File: src/hdl/uart_pkg.sv
// Register map, field layout, reset values and counts for the serial port core
package uart_pkg;
  localparam logic [2:0] REG_DATA = 3'h0;
  localparam logic [2:0] REG_IER = 3'h1;
  localparam logic [2:0] REG_IIR_FCR = 3'h2;
  localparam logic [2:0] REG_LCR = 3'h3;
  localparam logic [2:0] REG_LSR = 3'h5;
  localparam logic [2:0] REG_SCR = 3'h7;
  localparam int ADDR_LSB = 2;
  localparam int IER_RDA = 0;
  localparam int IER_TX_HOLDING_EMPTY = 1;
  localparam int IER_RLS = 2;
  localparam int FCR_EN = 0;
  localparam int FCR_RX_CLR = 1;
  localparam int FCR_TX_CLR = 2;
  localparam int FCR_TRIG = 6;
  localparam int LCR_STOP = 2;
  localparam int LCR_PEN = 3;
  localparam int LCR_DIVISOR_ACCESS_BIT = 7;
  localparam logic [3:0] IIR_NONE = 4'h1;
  localparam logic [3:0] IIR_RLS = 4'h6;
  localparam logic [3:0] IIR_RDA = 4'h4;
  localparam logic [3:0] IIR_CTO = 4'hC;
  localparam logic [3:0] IIR_TX_HOLDING_EMPTY = 4'h2;
  localparam logic [7:0] IER_RESET = 8'h00;
  localparam logic [7:0] FCR_RESET = 8'h00;
  localparam logic [7:0] LCR_RESET = 8'h00;
  localparam logic [15:0] DIVISOR_RESET = 16'h0000;
  localparam logic [3:0] PRESCALE_DIV = 4'hD;
  localparam logic [3:0] PRESCALE_HIGH_FROM = 4'h7;
  localparam int TICKS_PER_BIT = 16;
  localparam int TIMEOUT_CHARS = 4;
  localparam logic [3:0] MIN_DATA_BITS = 4'h5;
  localparam logic [3:0] START_BITS = 4'h1;
  localparam logic [4:0] TRIG_LVL_0 = 5'h01;
  localparam logic [4:0] TRIG_LVL_1 = 5'h04;
  localparam logic [4:0] TRIG_LVL_2 = 5'h08;
  localparam logic [4:0] TRIG_LVL_3 = 5'h0E;
endpackage

File: src/hdl/uart_core.sv
// Serial port core: baud divider, receive and transmit FIFOs, interrupt identification
`timescale 1ns/100ps
`default_nettype none
module uart_core #(
  parameter int DEPTH = 16
) (
  input wire logic clk_i,
  input wire logic rst_i,
  input wire logic [4:0] wb_adr_i,
  input wire logic [31:0] wb_dat_i,
  input wire logic [3:0] wb_sel_i,
  input wire logic wb_we_i,
  input wire logic wb_cyc_i,
  input wire logic wb_stb_i,
  output logic [31:0] wb_dat_o,
  output logic wb_ack_o,
  input wire logic ref_clk_i,
  output logic baud16_o,
  output logic [7:0] line_format_o,
  input wire logic rx_valid_i,
  input wire logic [7:0] rx_data_i,
  input wire logic rx_parity_err_i,
  input wire logic rx_frame_err_i,
  input wire logic rx_break_i,
  output logic [7:0] tx_data_o,
  output logic tx_valid_o,
  input wire logic tx_ready_i,
  input wire logic tx_shift_empty_i,
  output logic irq_o
);
  import uart_pkg::*;
  localparam int PW = $clog2(DEPTH);
  localparam logic [PW:0] DEPTH_C = (PW + 1)'(DEPTH);

  logic [7:0] irq_enable_reg, fifo_setup_reg, line_format_reg, scratch;
  logic [7:0] baud_divisor_low, baud_divisor_high;
  logic [15:0] divisor, div_period, div_cnt;
  logic [3:0] pre_cnt;
  logic brg_in, brg_tick, baud16, baud16_q, tick16;
  logic acc, wr, rd, divisor_access_bit, wr_div, wr_thr, rd_rbr, rd_iir, rd_lsr, wr_fcr, fcr_toggle;
  logic [3:0] iir_code;
  logic [7:0] rx_mem_d [DEPTH];
  logic [2:0] rx_mem_e [DEPTH];
  logic [7:0] tx_mem [DEPTH];
  logic [PW-1:0] rx_rd, rx_wr, tx_rd, tx_wr;
  logic [PW:0] rx_count, tx_count, rx_limit;
  logic [DEPTH-1:0] err_vec;
  logic rx_push, rx_pop, tx_push, tx_pop, overrun, rx_clr, tx_clr;
  logic [4:0] trig_level;
  logic [3:0] char_bits;
  logic [10:0] timeout_limit, tx_holding_empty_limit, to_cnt, tx_holding_empty_cnt;
  logic timeout_flag, tx_holding_empty_ind, tx_holding_empty_irq, seen_two, ls_pend, rda_pend;

  assign acc = wb_cyc_i & wb_stb_i & ~wb_ack_o & wb_sel_i[0];
  assign wr = acc & wb_we_i;
  assign rd = acc & ~wb_we_i;
  assign divisor_access_bit = line_format_reg[LCR_DIVISOR_ACCESS_BIT];
  assign wr_div = wr & divisor_access_bit & (wb_adr_i[4:2] == REG_DATA || wb_adr_i[4:2] == REG_IER);
  assign wr_thr = wr & ~divisor_access_bit & (wb_adr_i[4:2] == REG_DATA);
  assign rd_rbr = rd & ~divisor_access_bit & (wb_adr_i[4:2] == REG_DATA);
  assign rd_iir = rd & (wb_adr_i[4:2] == REG_IIR_FCR);
  assign rd_lsr = rd & (wb_adr_i[4:2] == REG_LSR);
  assign wr_fcr = wr & (wb_adr_i[4:2] == REG_IIR_FCR);
  assign fcr_toggle = wr_fcr & (wb_dat_i[FCR_EN] != fifo_setup_reg[FCR_EN]);
  assign line_format_o = line_format_reg;
  assign divisor = {baud_divisor_high, baud_divisor_low};

  always_ff @(posedge clk_i) begin
    if (rst_i) begin
      wb_ack_o <= 1'b0;
    end else begin
      wb_ack_o <= wb_cyc_i & wb_stb_i & ~wb_ack_o;
    end
  end

  always_ff @(posedge clk_i) begin
    if (rst_i) begin
      irq_enable_reg <= IER_RESET;
      fifo_setup_reg <= FCR_RESET;
      line_format_reg <= LCR_RESET;
      scratch <= 8'h00;
      baud_divisor_low <= DIVISOR_RESET[7:0];
      baud_divisor_high <= DIVISOR_RESET[15:8];
    end else if (wr) begin
      case (wb_adr_i[4:2])
        REG_DATA: begin
          if (divisor_access_bit) begin
            baud_divisor_low <= wb_dat_i[7:0];
          end
        end
        REG_IER: begin
          if (divisor_access_bit) begin
            baud_divisor_high <= wb_dat_i[7:0];
          end else begin
            irq_enable_reg <= {4'h0, wb_dat_i[3:0]};
          end
        end
        REG_IIR_FCR: fifo_setup_reg <= {wb_dat_i[7:6], 5'h00, wb_dat_i[FCR_EN]};
        REG_LCR: line_format_reg <= wb_dat_i[7:0];
        REG_SCR: scratch <= wb_dat_i[7:0];
        default: ;
      endcase
    end
  end

  always_ff @(posedge clk_i) begin
    if (rst_i) begin
      wb_dat_o <= 32'h0000_0000;
    end else if (rd) begin
      case (wb_adr_i[4:2])
        REG_DATA: wb_dat_o <= {24'h00_0000, divisor_access_bit ? baud_divisor_low : rx_mem_d[rx_rd]};
        REG_IER: wb_dat_o <= {24'h00_0000, divisor_access_bit ? baud_divisor_high : irq_enable_reg};
        REG_IIR_FCR: wb_dat_o <= {24'h00_0000, {2{fifo_setup_reg[FCR_EN]}}, 2'b00, iir_code};
        REG_LCR: wb_dat_o <= {24'h00_0000, line_format_reg};
        REG_LSR: wb_dat_o <= {24'h00_0000, |err_vec, tx_holding_empty_ind & tx_shift_empty_i, tx_holding_empty_ind,
                              rx_count != 0 ? rx_mem_e[rx_rd] : 3'b000, overrun, rx_count != 0};
        REG_SCR: wb_dat_o <= {24'h00_0000, scratch};
        default: wb_dat_o <= 32'h0000_0000;
      endcase
    end
  end

  // reference divided by thirteen; brg_tick pulses once per prescale period
  always_ff @(posedge clk_i) begin
    if (rst_i) begin
      pre_cnt <= 4'h0;
      brg_in <= 1'b0;
    end else begin
      brg_in <= ref_clk_i;
      if (ref_clk_i & ~brg_in) begin
        pre_cnt <= (pre_cnt == PRESCALE_DIV - 4'h1) ? 4'h0 : pre_cnt + 4'h1;
      end
    end
  end
  assign brg_tick = ref_clk_i & ~brg_in & (pre_cnt == PRESCALE_HIGH_FROM - 4'h1);

  assign div_period = (divisor == 16'h0000) ? 16'h0003 : divisor;

  always_ff @(posedge clk_i) begin
    if (rst_i) begin
      div_cnt <= 16'h0000;
    end else if (wr_div) begin
      div_cnt <= 16'h0000;
    end else if (brg_tick) begin
      div_cnt <= (div_cnt >= div_period - 16'h0001) ? 16'h0000 : div_cnt + 16'h0001;
    end
  end

  always_ff @(posedge clk_i) begin
    if (rst_i) begin
      baud16 <= 1'b0;
      baud16_q <= 1'b0;
    end else begin
      baud16_q <= baud16;
      if (divisor == 16'h0001) begin
        baud16 <= ~(pre_cnt >= PRESCALE_HIGH_FROM);
      end else if (divisor == 16'h0002) begin
        baud16 <= div_cnt[0];
      end else begin
        baud16 <= div_cnt >= 16'h0002;
      end
    end
  end
  assign baud16_o = baud16;
  // one tick per sixteenth of a bit
  assign tick16 = baud16 & ~baud16_q;

  // both stop bits belong to the character time
  assign char_bits = START_BITS + MIN_DATA_BITS + {2'b00, line_format_reg[1:0]}
                   + {3'b000, line_format_reg[LCR_PEN]} + {3'b000, line_format_reg[LCR_STOP]}
                   + 4'h1;
  assign timeout_limit = 11'(int'(char_bits) * TICKS_PER_BIT * TIMEOUT_CHARS);
  assign tx_holding_empty_limit = 11'(int'(char_bits - 4'h1) * TICKS_PER_BIT);

  // Outside FIFO mode the receive side holds a single character
  assign rx_limit = fifo_setup_reg[FCR_EN] ? DEPTH_C : (PW + 1)'(1);
  assign rx_clr = fcr_toggle | (wr_fcr & wb_dat_i[FCR_RX_CLR]);
  assign tx_clr = fcr_toggle | (wr_fcr & wb_dat_i[FCR_TX_CLR]);
  assign rx_push = rx_valid_i & (rx_count != rx_limit);
  assign rx_pop = rd_rbr & (rx_count != 0);

  always_ff @(posedge clk_i) begin
    if (rst_i || rx_clr) begin
      rx_rd <= '0;
      rx_wr <= '0;
      rx_count <= '0;
    end else begin
      if (rx_push) begin
        rx_mem_d[rx_wr] <= rx_data_i;
        rx_mem_e[rx_wr] <= {rx_break_i, rx_frame_err_i, rx_parity_err_i};
        rx_wr <= (rx_wr == PW'(DEPTH - 1)) ? '0 : rx_wr + PW'(1);
      end
      if (rx_pop) begin
        rx_rd <= (rx_rd == PW'(DEPTH - 1)) ? '0 : rx_rd + PW'(1);
      end
      rx_count <= rx_count + (PW + 1)'(rx_push) - (PW + 1)'(rx_pop);
    end
  end

  // Per-entry error flags of occupied slots
  for (genvar i = 0; i < DEPTH; i++) begin : g_err
    logic [PW-1:0] rel;
    assign rel = PW'(i) - rx_rd;
    assign err_vec[i] = ((PW + 1)'(rel) < rx_count) & (|rx_mem_e[i]);
  end

  // Overrun: set wins over the clearing status read
  always_ff @(posedge clk_i) begin
    if (rst_i) begin
      overrun <= 1'b0;
    end else begin
      overrun <= (rx_valid_i & (rx_count == rx_limit)) | (overrun & ~rd_lsr);
    end
  end

  always_ff @(posedge clk_i) begin
    if (rst_i || rx_clr) begin
      to_cnt <= 11'h000;
      timeout_flag <= 1'b0;
    end else if (timeout_flag) begin
      if (rx_pop) begin
        timeout_flag <= 1'b0;
        to_cnt <= 11'h000;
      end
    end else if (rx_push || rx_pop || rx_count == 0) begin
      to_cnt <= 11'h000;
    // four quiet character times with data waiting
    end else if (tick16) begin
      if (to_cnt >= timeout_limit - 11'h001) begin
        timeout_flag <= 1'b1;
      end else begin
        to_cnt <= to_cnt + 11'h001;
      end
    end
  end

  assign tx_push = wr_thr & (tx_count != DEPTH_C);
  assign tx_valid_o = tx_count != 0;
  assign tx_data_o = tx_mem[tx_rd];
  assign tx_pop = tx_valid_o & tx_ready_i;

  always_ff @(posedge clk_i) begin
    if (rst_i || tx_clr) begin
      tx_rd <= '0;
      tx_wr <= '0;
      tx_count <= '0;
    end else begin
      if (tx_push) begin
        tx_mem[tx_wr] <= wb_dat_i[7:0];
        tx_wr <= (tx_wr == PW'(DEPTH - 1)) ? '0 : tx_wr + PW'(1);
      end
      if (tx_pop) begin
        tx_rd <= (tx_rd == PW'(DEPTH - 1)) ? '0 : tx_rd + PW'(1);
      end
      tx_count <= tx_count + (PW + 1)'(tx_push) - (PW + 1)'(tx_pop);
    end
  end

  // late empty indication after a lone byte
  always_ff @(posedge clk_i) begin
    if (rst_i || tx_clr) begin
      tx_holding_empty_ind <= 1'b1;
      seen_two <= 1'b0;
      tx_holding_empty_cnt <= 11'h000;
    end else if (tx_push || tx_count != 0) begin
      tx_holding_empty_ind <= 1'b0;
      tx_holding_empty_cnt <= 11'h000;
      seen_two <= seen_two | (tx_count >= (PW + 1)'(2));
    end else if (!tx_holding_empty_ind) begin
      if (seen_two || tx_holding_empty_cnt >= tx_holding_empty_limit) begin
        tx_holding_empty_ind <= 1'b1;
        seen_two <= 1'b0;
      end else if (tick16) begin
        tx_holding_empty_cnt <= tx_holding_empty_cnt + 11'h001;
      end
    end
  end

  // holding empty latch, set wins over clear
  // enable change raises it at once
  always_ff @(posedge clk_i) begin
    if (rst_i) begin
      tx_holding_empty_irq <= 1'b0;
    end else if (fcr_toggle || (!tx_holding_empty_ind && !tx_push && tx_count == 0 &&
                 (seen_two || tx_holding_empty_cnt >= tx_holding_empty_limit))) begin
      tx_holding_empty_irq <= 1'b1;
    end else if (wr_thr || (rd_iir && iir_code == IIR_TX_HOLDING_EMPTY)) begin
      tx_holding_empty_irq <= 1'b0;
    end
  end

  assign ls_pend = irq_enable_reg[IER_RLS] & (overrun | ((rx_count != 0) & (|rx_mem_e[rx_rd])));
  assign rda_pend = irq_enable_reg[IER_RDA] &
                    (fifo_setup_reg[FCR_EN] ? ({{(5 - PW){1'b0}}, rx_count[PW-1:0]} +
                     {4'h0, rx_count[PW]} * 5'(DEPTH) >= trig_level) : (rx_count != 0));

  always_comb begin
    case (fifo_setup_reg[FCR_TRIG +: 2])
      2'b00: trig_level = TRIG_LVL_0;
      2'b01: trig_level = TRIG_LVL_1;
      2'b10: trig_level = TRIG_LVL_2;
      default: trig_level = TRIG_LVL_3;
    endcase
  end

  always_comb begin
    if (ls_pend) begin
      iir_code = IIR_RLS;
    end else if (rda_pend) begin
      iir_code = IIR_RDA;
    end else if (irq_enable_reg[IER_RDA] && fifo_setup_reg[FCR_EN] && timeout_flag) begin
      iir_code = IIR_CTO;
    end else if (irq_enable_reg[IER_TX_HOLDING_EMPTY] && tx_holding_empty_irq) begin
      iir_code = IIR_TX_HOLDING_EMPTY;
    end else begin
      iir_code = IIR_NONE;
    end
  end
  assign irq_o = ~iir_code[0];
endmodule
`default_nettype wire

File: config.mk
export PLATFORM = sky130hd
export DESIGN_NAME = uart_core
export DESIGN_NICKNAME = d
export VERILOG_FILES = /design/src/hdl/uart_pkg.sv /design/src/hdl/uart_core.sv
export SDC_FILE = /design/constraint.sdc
export NUM_CORES = 1
export LEC_CHECK = 0
export CAP_MARGIN = 20
export CORE_MARGIN = 3
export CORE_UTILIZATION = 58
export DETAILED_ROUTE_END_ITERATION = 10
export DONT_BUFFER_PORTS = 1
export HOLD_SLACK_MARGIN = 0.02
export PLACE_DENSITY = 0.86
export SYNTH_ARGS = -nofsm -noshare
export SYNTH_HDL_FRONTEND = slang
export SYNTH_SLANG_ARGS = --single-unit
File: constraint.sdc
create_clock -name clk_i -period 3.8 [get_ports clk_i]
set_input_delay 0.38 -clock clk_i [delete_from_list [all_inputs] [get_ports clk_i]]
set_output_delay 0.38 -clock clk_i [all_outputs]
set_load 0.03 [all_outputs]
==> impl_metrics.toml, run 1 <==
[yosys]
synth_area_sq_mm = 0.0205
ffs_latches_synth = 436
synthArstFlopShare_pct = 0
synth_top_cells_by_count = "sky130_fd_sc_hd__edfxtp_1 (304), sky130_fd_sc_hd__nor2_1 (144), sky130_fd_sc_hd__dfxtp_1 (132)"
synthDominantCellAreaShare_pct = 44.5
post-synth-top-count-cell = "sky130_fd_sc_hd__edfxtp_1"
ys_dominant_reg_cell = "sky130_fd_sc_hd__edfxtp_1"
synth_top_cell_by_area = "sky130_fd_sc_hd__edfxtp_1"
postSynthCellCount = 1543
avg_inst_size_synth_sq_um = 13.3
yosysWarnings = 0
synth.top_cells.by_area = "sky130_fd_sc_hd__edfxtp_1 (45%), sky130_fd_sc_hd__dfxtp_1 (13%), sky130_fd_sc_hd__mux4_2 (9.9%), sky130_fd_sc_hd__ha_1 (6.5%), sky130_fd_sc_hd__nor2_1 (2.6%)"
synth-seq-area-share_pct = 57.4
synth_edf_count = 304
synth.distinct_cells = 82

[min_path]
timing.hold.worst.class = "in -> reg"
hold_depth = 2

[cells_and_area]
final_core_utilization_pct = 66.5
number_of_nets_in_the_layout = 1779
layout.area.seq_sq_mm = 0.0118
num-fill-cells = 2281
final_layout_size_suffix_gt1_share_pct = 17.2
finish.instance_area_sq_mm = 0.0231
area_of_combinational_cells_with_multiple_inputs_sq_mm = 0.00840
largestRegisters = "rx_mem_d (128), tx_mem (128), rx_mem_e (48)"
area_growth_syn_to_layout_pct = 12.7

[route]
drt-initial-drc-count = 1540
route.vias.total = 13200
dr.pass1.iters = 7
detail_route.wl_per_cell_microns = 23.3
detail_route.wirelength_microns = 49100
drc_errors = 0
routed_via_density = 6.29
antenna_violating_nets_post_route = 0

[global_routing]
number_of_global_route_vias_before_repair = 13500
global_route_wire_length_before_repair_microns = 76200
largest_net_degree_at_the_start_of_global_routing = 52
grt_overflow_total = 0
grtUsageTotal_pct = 25.8
grt_antenna_before_repair = 3

[worst_setup_path]
worstPathRequired_ps = 4230
cp-start-kind = "register"
setup.worst_path.end_class = "register"
arrival_ps = 4230
worstSetupPathType = "reg -> reg"
crit_path_max_fo = 3
ff2ff_path_depth = 16

[timing]
final_worst_slack_ps = 1.51
timing_hold_violations_final = 0
worst_clock_skew_ps = 24.7
grt_setup_unrepaired = "yes"
worst-slew-pin-transition_ps = 1030
final.min_clock_period_ps = 3800
post-route-period-util_pct = 100
drv_slew = 0
setup-violations-final = 0
clock.fmax_mhz = 263
slew_headroom_pct = 30.8

[floorplanning]
die-area_sq_mm = 0.0376
effective_utilization_at_floorplan_pct = 59.0
placeable_area_sq_mm = 0.0347
row_count = 68
die_width_microns = 194
pin_count = 113
chipHeight_microns = 194

[clock_network]
htree_levels = 2
clkLatencyLatePin_ps = 560
cts.clk_slew.worst_paths_ps = 70
cts_sinks = 436
clock_tree_from_tritoncts = "yes"
cts_buffers = 43
clock_tree.buffer_depth = 3
clk_root_buffer_cell = "sky130_fd_sc_hd__clkbuf_16"

[placement]
dpl_wire_length_microns = 31700
dpl_worst_slack_ps = -62.6
placement.cell_area_sq_mm = 0.0211
count_of_buffers_inserted_at_the_top_level_ports = 0
weighted_congestion_reported_at_the_end_of_routability_driven_placement = 0.877

[flow_run]
max_cap_viol_count = 0

[pwr]
power-per-cell-area_mw_per_mm2 = 479
power.static_leakage_nw = 7.96
ir_drop_mv = 0.453

[outcome]
result_of_the_run = "completed"
through the flow:
step	power [mW]	hold slack [ps]	setup TNS [ps]	std cells
5_1_grt	11.5	47.9	-3510	2100
6_report	11.1	49.4	0	2104
2_1_floorplan	6.51	436	0	1566
3_3_place_gp	6.74	438	0	1980
4_1_cts	11.1	20.9	-357	2092
3_5_place_dp	6.82	441	-577	1980
cell families (layout without fill, tap and decap cells):
group                    after synthesis  count (layout)  synth area share (%)
AND/OR/NAND/NOR                      447             447                  10.8
flip-flops                           436             436                  57.4
AO/OA/AOI/OAI                        201             201                  6.53
buffers and inverters                143             220                  3.22
multiplexers                         141             141                  12.4
adder cells (fa/ha/maj)              110             110                  6.82
XOR/XNOR                              64              64                  2.73
other                                  1              30                0.0183
layout by cell type (no fill, tap or decap), types with 10 or more instances in the layout:
cell type and n:
sky130_fd_sc_hd__nand3_1 42, sky130_fd_sc_hd__dfxtp_1 125, sky130_fd_sc_hd__nand2_1 86, sky130_fd_sc_hd__mux2i_1 42, sky130_fd_sc_hd__xor2_1 34, sky130_fd_sc_hd__nand2b_1 14
sky130_fd_sc_hd__mux4_2 90, sky130_fd_sc_hd__nor2b_1 15, sky130_fd_sc_hd__and3_1 10, sky130_fd_sc_hd__nand4_1 16, sky130_fd_sc_hd__a21oi_1 67, sky130_fd_sc_hd__a21o_1 19
sky130_fd_sc_hd__a211oi_1 13, sky130_fd_sc_hd__xnor2_1 25, sky130_fd_sc_hd__and2_1 22, sky130_fd_sc_hd__nor2_1 131, sky130_fd_sc_hd__buf_4 47, sky130_fd_sc_hd__clkbuf_16 44
sky130_fd_sc_hd__dlygate4sd3_1 25, sky130_fd_sc_hd__inv_1 56, sky130_fd_sc_hd__ha_1 100, sky130_fd_sc_hd__o21ai_0 30, sky130_fd_sc_hd__edfxtp_1 304, sky130_fd_sc_hd__clkinv_1 11
sky130_fd_sc_hd__nor3_1 34, sky130_fd_sc_hd__conb_1 24
worst paths after layout:
check / startpoint / to / slack [ps]
hold / removal: wb_adr_i[2] / wb_dat_o[4] / 50
hold reg to reg: irq_enable_reg[3] / irq_enable_reg[3] / 460
setup reg to reg: line_format_o[3] / to_cnt[8] / 2
setup / recovery: line_format_o[3] / to_cnt[8] / 2
power breakdown:
group | switching (mW) | total, mW | internal (mW) | leakage [nW]
Clock | 1.78 | 4.22 | 2.44 | 0.680
Sequential | 0.0986 | 5.27 | 5.17 | 3.81
Combinational | 0.922 | 1.57 | 0.651 | 3.47
timing repair:
action                                  in CTS  in global routing
hold endpoints to repair                   356                  0
cloned                                       1                  0
pin swaps                                   24                 38
hold buffers                                26                  0
endpoints found under the setup margin      16                 33
resized for setup                           20                 46
buffers inserted                             6                  6
critical path, stage by stage, from the launching register on:
cell                       delay [ps]
sky130_fd_sc_hd__dfxtp_4          350
sky130_fd_sc_hd__inv_2             40
sky130_fd_sc_hd__ha_4             230
sky130_fd_sc_hd__inv_2             60
sky130_fd_sc_hd__ha_4             130
sky130_fd_sc_hd__inv_2             40
sky130_fd_sc_hd__fa_2             390
sky130_fd_sc_hd__xnor2_4          250
sky130_fd_sc_hd__nand3_2          130
sky130_fd_sc_hd__xnor2_2          180
sky130_fd_sc_hd__ha_2             220
sky130_fd_sc_hd__a2111o_1         430
sky130_fd_sc_hd__a211o_1          350
sky130_fd_sc_hd__a221oi_4         300
sky130_fd_sc_hd__nand2_2          120
sky130_fd_sc_hd__nor2_2           140
sky130_fd_sc_hd__mux2_4           310
metal layers:
| metal | share of wire (%) | vias up | track usage [%] |
|---|---|---|---|
| met2 | 52 | 610 | 45.9 |
| met1 | 36 | 6576 | 30.7 |
| met4 | 4.4 | 2 | 10.6 |
| met5 | 0.026 | - | 0 |
| met3 | 7.2 | 156 | 5.44 |
| li1 | - | 5897 | - |
cell type report:
class                      count  share of cell area (%)
sequential                   436                    51.0
clock inverter                26                    1.05
clock buffer                  54                    5.02
inverter                      62                    1.01
multi-input combinational    987                    36.4
timing repair buffer          78                    2.98
antenna                        6                  0.0650
tap                          455                    2.47
(Power assumes the default switching activity.)
==> run 2, diff against run 1 <==
--- a/config.mk
+++ b/config.mk
@@ -5,11 +5,11 @@
 export SDC_FILE = /design/constraint.sdc
 export NUM_CORES = 1
 export LEC_CHECK = 0
+export BUFFER_PORTS_ARGS = -buffer_cell sky130_fd_sc_hd__buf_2
 export CAP_MARGIN = 20
 export CORE_MARGIN = 3
-export CORE_UTILIZATION = 58
+export CORE_UTILIZATION = 55
 export DETAILED_ROUTE_END_ITERATION = 10
-export DONT_BUFFER_PORTS = 1
 export HOLD_SLACK_MARGIN = 0.02
 export PLACE_DENSITY = 0.86
 export SYNTH_ARGS = -nofsm -noshare
==> run 2 against run 1 <==
Compared with the run above: sequential share of layout area barely moved; routed wire length is 5.0% lower; core utilization fell by 3.5 points; cell count up 2.1%; count of clock-buffer cells in the layout increased by 3; critical endpoint unchanged; largest cell class unchanged; die area rose by 5.3%.
==> impl_metrics.toml, run 2 (synthesized netlist as in run 1, its figures left out) <==
[pwr]
pwr-share-comb_pct = 14.4
clock_power_share_pct = 37.9
internal_power_mw = 8.25
power.switching_fraction_pct = 25.3
power-per-cell-area_mw_per_mm2 = 478
power.static_leakage_nw = 8.11
finalPower_mw = 11.0
ir_drop_mv = 0.438
p_switching_mw = 2.79
sequential_power_share_pct = 47.6

[timing]
final.min_clock_period_ps = 3740
worst_clock_skew_ps = 21.6
drv_slew = 0
worst-slew-pin-transition_ps = 860
slew_headroom_pct = 42.7
post-route-period-util_pct = 98.4
clock.fmax_mhz = 267
timing_hold_violations_final = 0
setup-violations-final = 0
grt_setup_unrepaired = "yes"

[global_routing]
grt_overflow_total = 0
global_route_wire_length_before_repair_microns = 72600
grtUsageTotal_pct = 23.6
largest_net_degree_at_the_start_of_global_routing = 57
grt_antenna_before_repair = 1
number_of_global_route_vias_before_repair = 13300

[route]
detail_route.wl_per_cell_microns = 21.7
dr.pass1.iters = 5
route.vias.total = 13000
drt-initial-drc-count = 1126
detail_route.wirelength_microns = 46600
antenna_violating_nets_post_route = 0
drc_errors = 0
routed_via_density = 6.07

[worst_setup_path]
cp-start-kind = "register"
crit_path_max_fo = 3
setup.worst_path.end_class = "register"
worstPathRequired_ps = 4230
arrival_ps = 4170
regToRegStartpoint = "line_format_o[3]"
worstSetupPathType = "reg -> reg"
timing.critical_path.from = "line_format_o[3]"

[floorplanning]
row_count = 70
effective_utilization_at_floorplan_pct = 55.9
pin_count = 113
chipHeight_microns = 199
placeable_area_sq_mm = 0.0367
die_width_microns = 199
die-area_sq_mm = 0.0396

[cells_and_area]
num-fill-cells = 2556
final_common_cell = "sky130_fd_sc_hd__edfxtp_1"
area_of_combinational_cells_with_multiple_inputs_sq_mm = 0.00839
number_of_nets_in_the_layout = 1816
final_layout_size_suffix_gt1_share_pct = 20.7
largestRegisters = "rx_mem_d (128), tx_mem (128), rx_mem_e (48)"
commonest_non_fill_non_tap_cells_in_the_layout = "sky130_fd_sc_hd__edfxtp_1 (304), sky130_fd_sc_hd__nor2_1 (130), sky130_fd_sc_hd__dfxtp_1 (125)"
finish.instance_area_sq_mm = 0.0231
final-instance-count-excl-fill = 2148
layout.area.seq_sq_mm = 0.0118
area_growth_syn_to_layout_pct = 12.8

[placement]
weighted_congestion_reported_at_the_end_of_routability_driven_placement = 0.879
dpl_wire_length_microns = 30800
place.detailed.instances = 2055
placement.cell_area_sq_mm = 0.0214
count_of_buffers_inserted_at_the_top_level_ports = 59

[clock_network]
clkLatencyLatePin_ps = 550
cts.hold.buffers_added = 0
htree_levels = 2
clock_tree.buffer_depth = 3
cts.clk_slew.worst_paths_ps = 60
clk_root_buffer_cell = "sky130_fd_sc_hd__clkbuf_16"
clock_tree_from_tritoncts = "yes"
cts_buffers = 43
cts_sinks = 436

[flow_run]
max_cap_viol_count = 0

[outcome]
result_of_the_run = "completed"

[min_path]
timing.hold.worst.class = "in -> reg"
hold_path.startpoint = "ref_clk_i"
run 2: routing by layer:
layer	vias to the layer above	track usage, %	wire length (microns)
met5	-	0	0
li1	5966	-	-
met2	491	42.1	24200
met1	6481	28.8	17900
met4	0	9.11	1790
met3	109	4.18	2730
run 2: power groups by stage:
stage | Sequential, mW | Combinational, mW | Clock, mW
after floorplan | 5.33 | 1.18 | 0
after global placement | 5.35 | 1.49 | 0
after detailed placement | 5.36 | 1.56 | 0
after CTS | 5.26 | 1.58 | 4.24
after global routing | 5.27 | 1.76 | 4.43
final | 5.26 | 1.59 | 4.19
run 2: cell type report:
cell class	instances	area share, %
clock buffers	57	5.15
flip-flops and latches	436	51.0
well taps	468	2.53
clock inverters	22	0.861
diodes	1	0.0108
multi-input cells	987	36.3
inverters	62	1.03
repair buffers	115	3.10
run 2: path summary, 6_finish.rpt:
path,to,slack [ps],depth (start not counted)
setup / recovery,to_cnt[8],60,16
hold / removal,brg_in,80,2
setup reg to reg,to_cnt[8],60,16
hold reg to reg,wb_ack_o,440,1
run 2: worst max-delay path, cell delays in order, from the launching register on:
cell	delay, ps
sky130_fd_sc_hd__dfxtp_4	360
sky130_fd_sc_hd__inv_4	40
sky130_fd_sc_hd__ha_4	230
sky130_fd_sc_hd__inv_4	50
sky130_fd_sc_hd__ha_4	120
sky130_fd_sc_hd__inv_2	40
sky130_fd_sc_hd__fa_2	400
sky130_fd_sc_hd__xnor2_4	250
sky130_fd_sc_hd__nand3_2	120
sky130_fd_sc_hd__xnor2_2	180
sky130_fd_sc_hd__ha_2	220
sky130_fd_sc_hd__a2111o_1	420
sky130_fd_sc_hd__a211o_1	320
sky130_fd_sc_hd__a221oi_4	320
sky130_fd_sc_hd__nand2_2	120
sky130_fd_sc_hd__nor2_4	120
sky130_fd_sc_hd__mux2_4	300
run 2: what timing repair did:
item / 4_1_cts / 5_1_grt
pin swaps: 11 / 45
endpoints found under the setup margin: 16 / 33
cloned: 1 / 0
gates resized for setup: 12 / 55
setup buffers: 5 / 6
run 2: through the flow:
stage	utilization, %	worst slack (ps)	hold WS, ps	setup TNS (ps)
after floorplan	-	20.1	436	0
after global placement	58.2	33.7	419	0
after detailed placement	58.3	-50.8	434	-523
after CTS	62.2	-17.8	68.8	-74.1
after global routing	63.0	-145	85.1	-2390
final	63.0	59.1	81.6	0
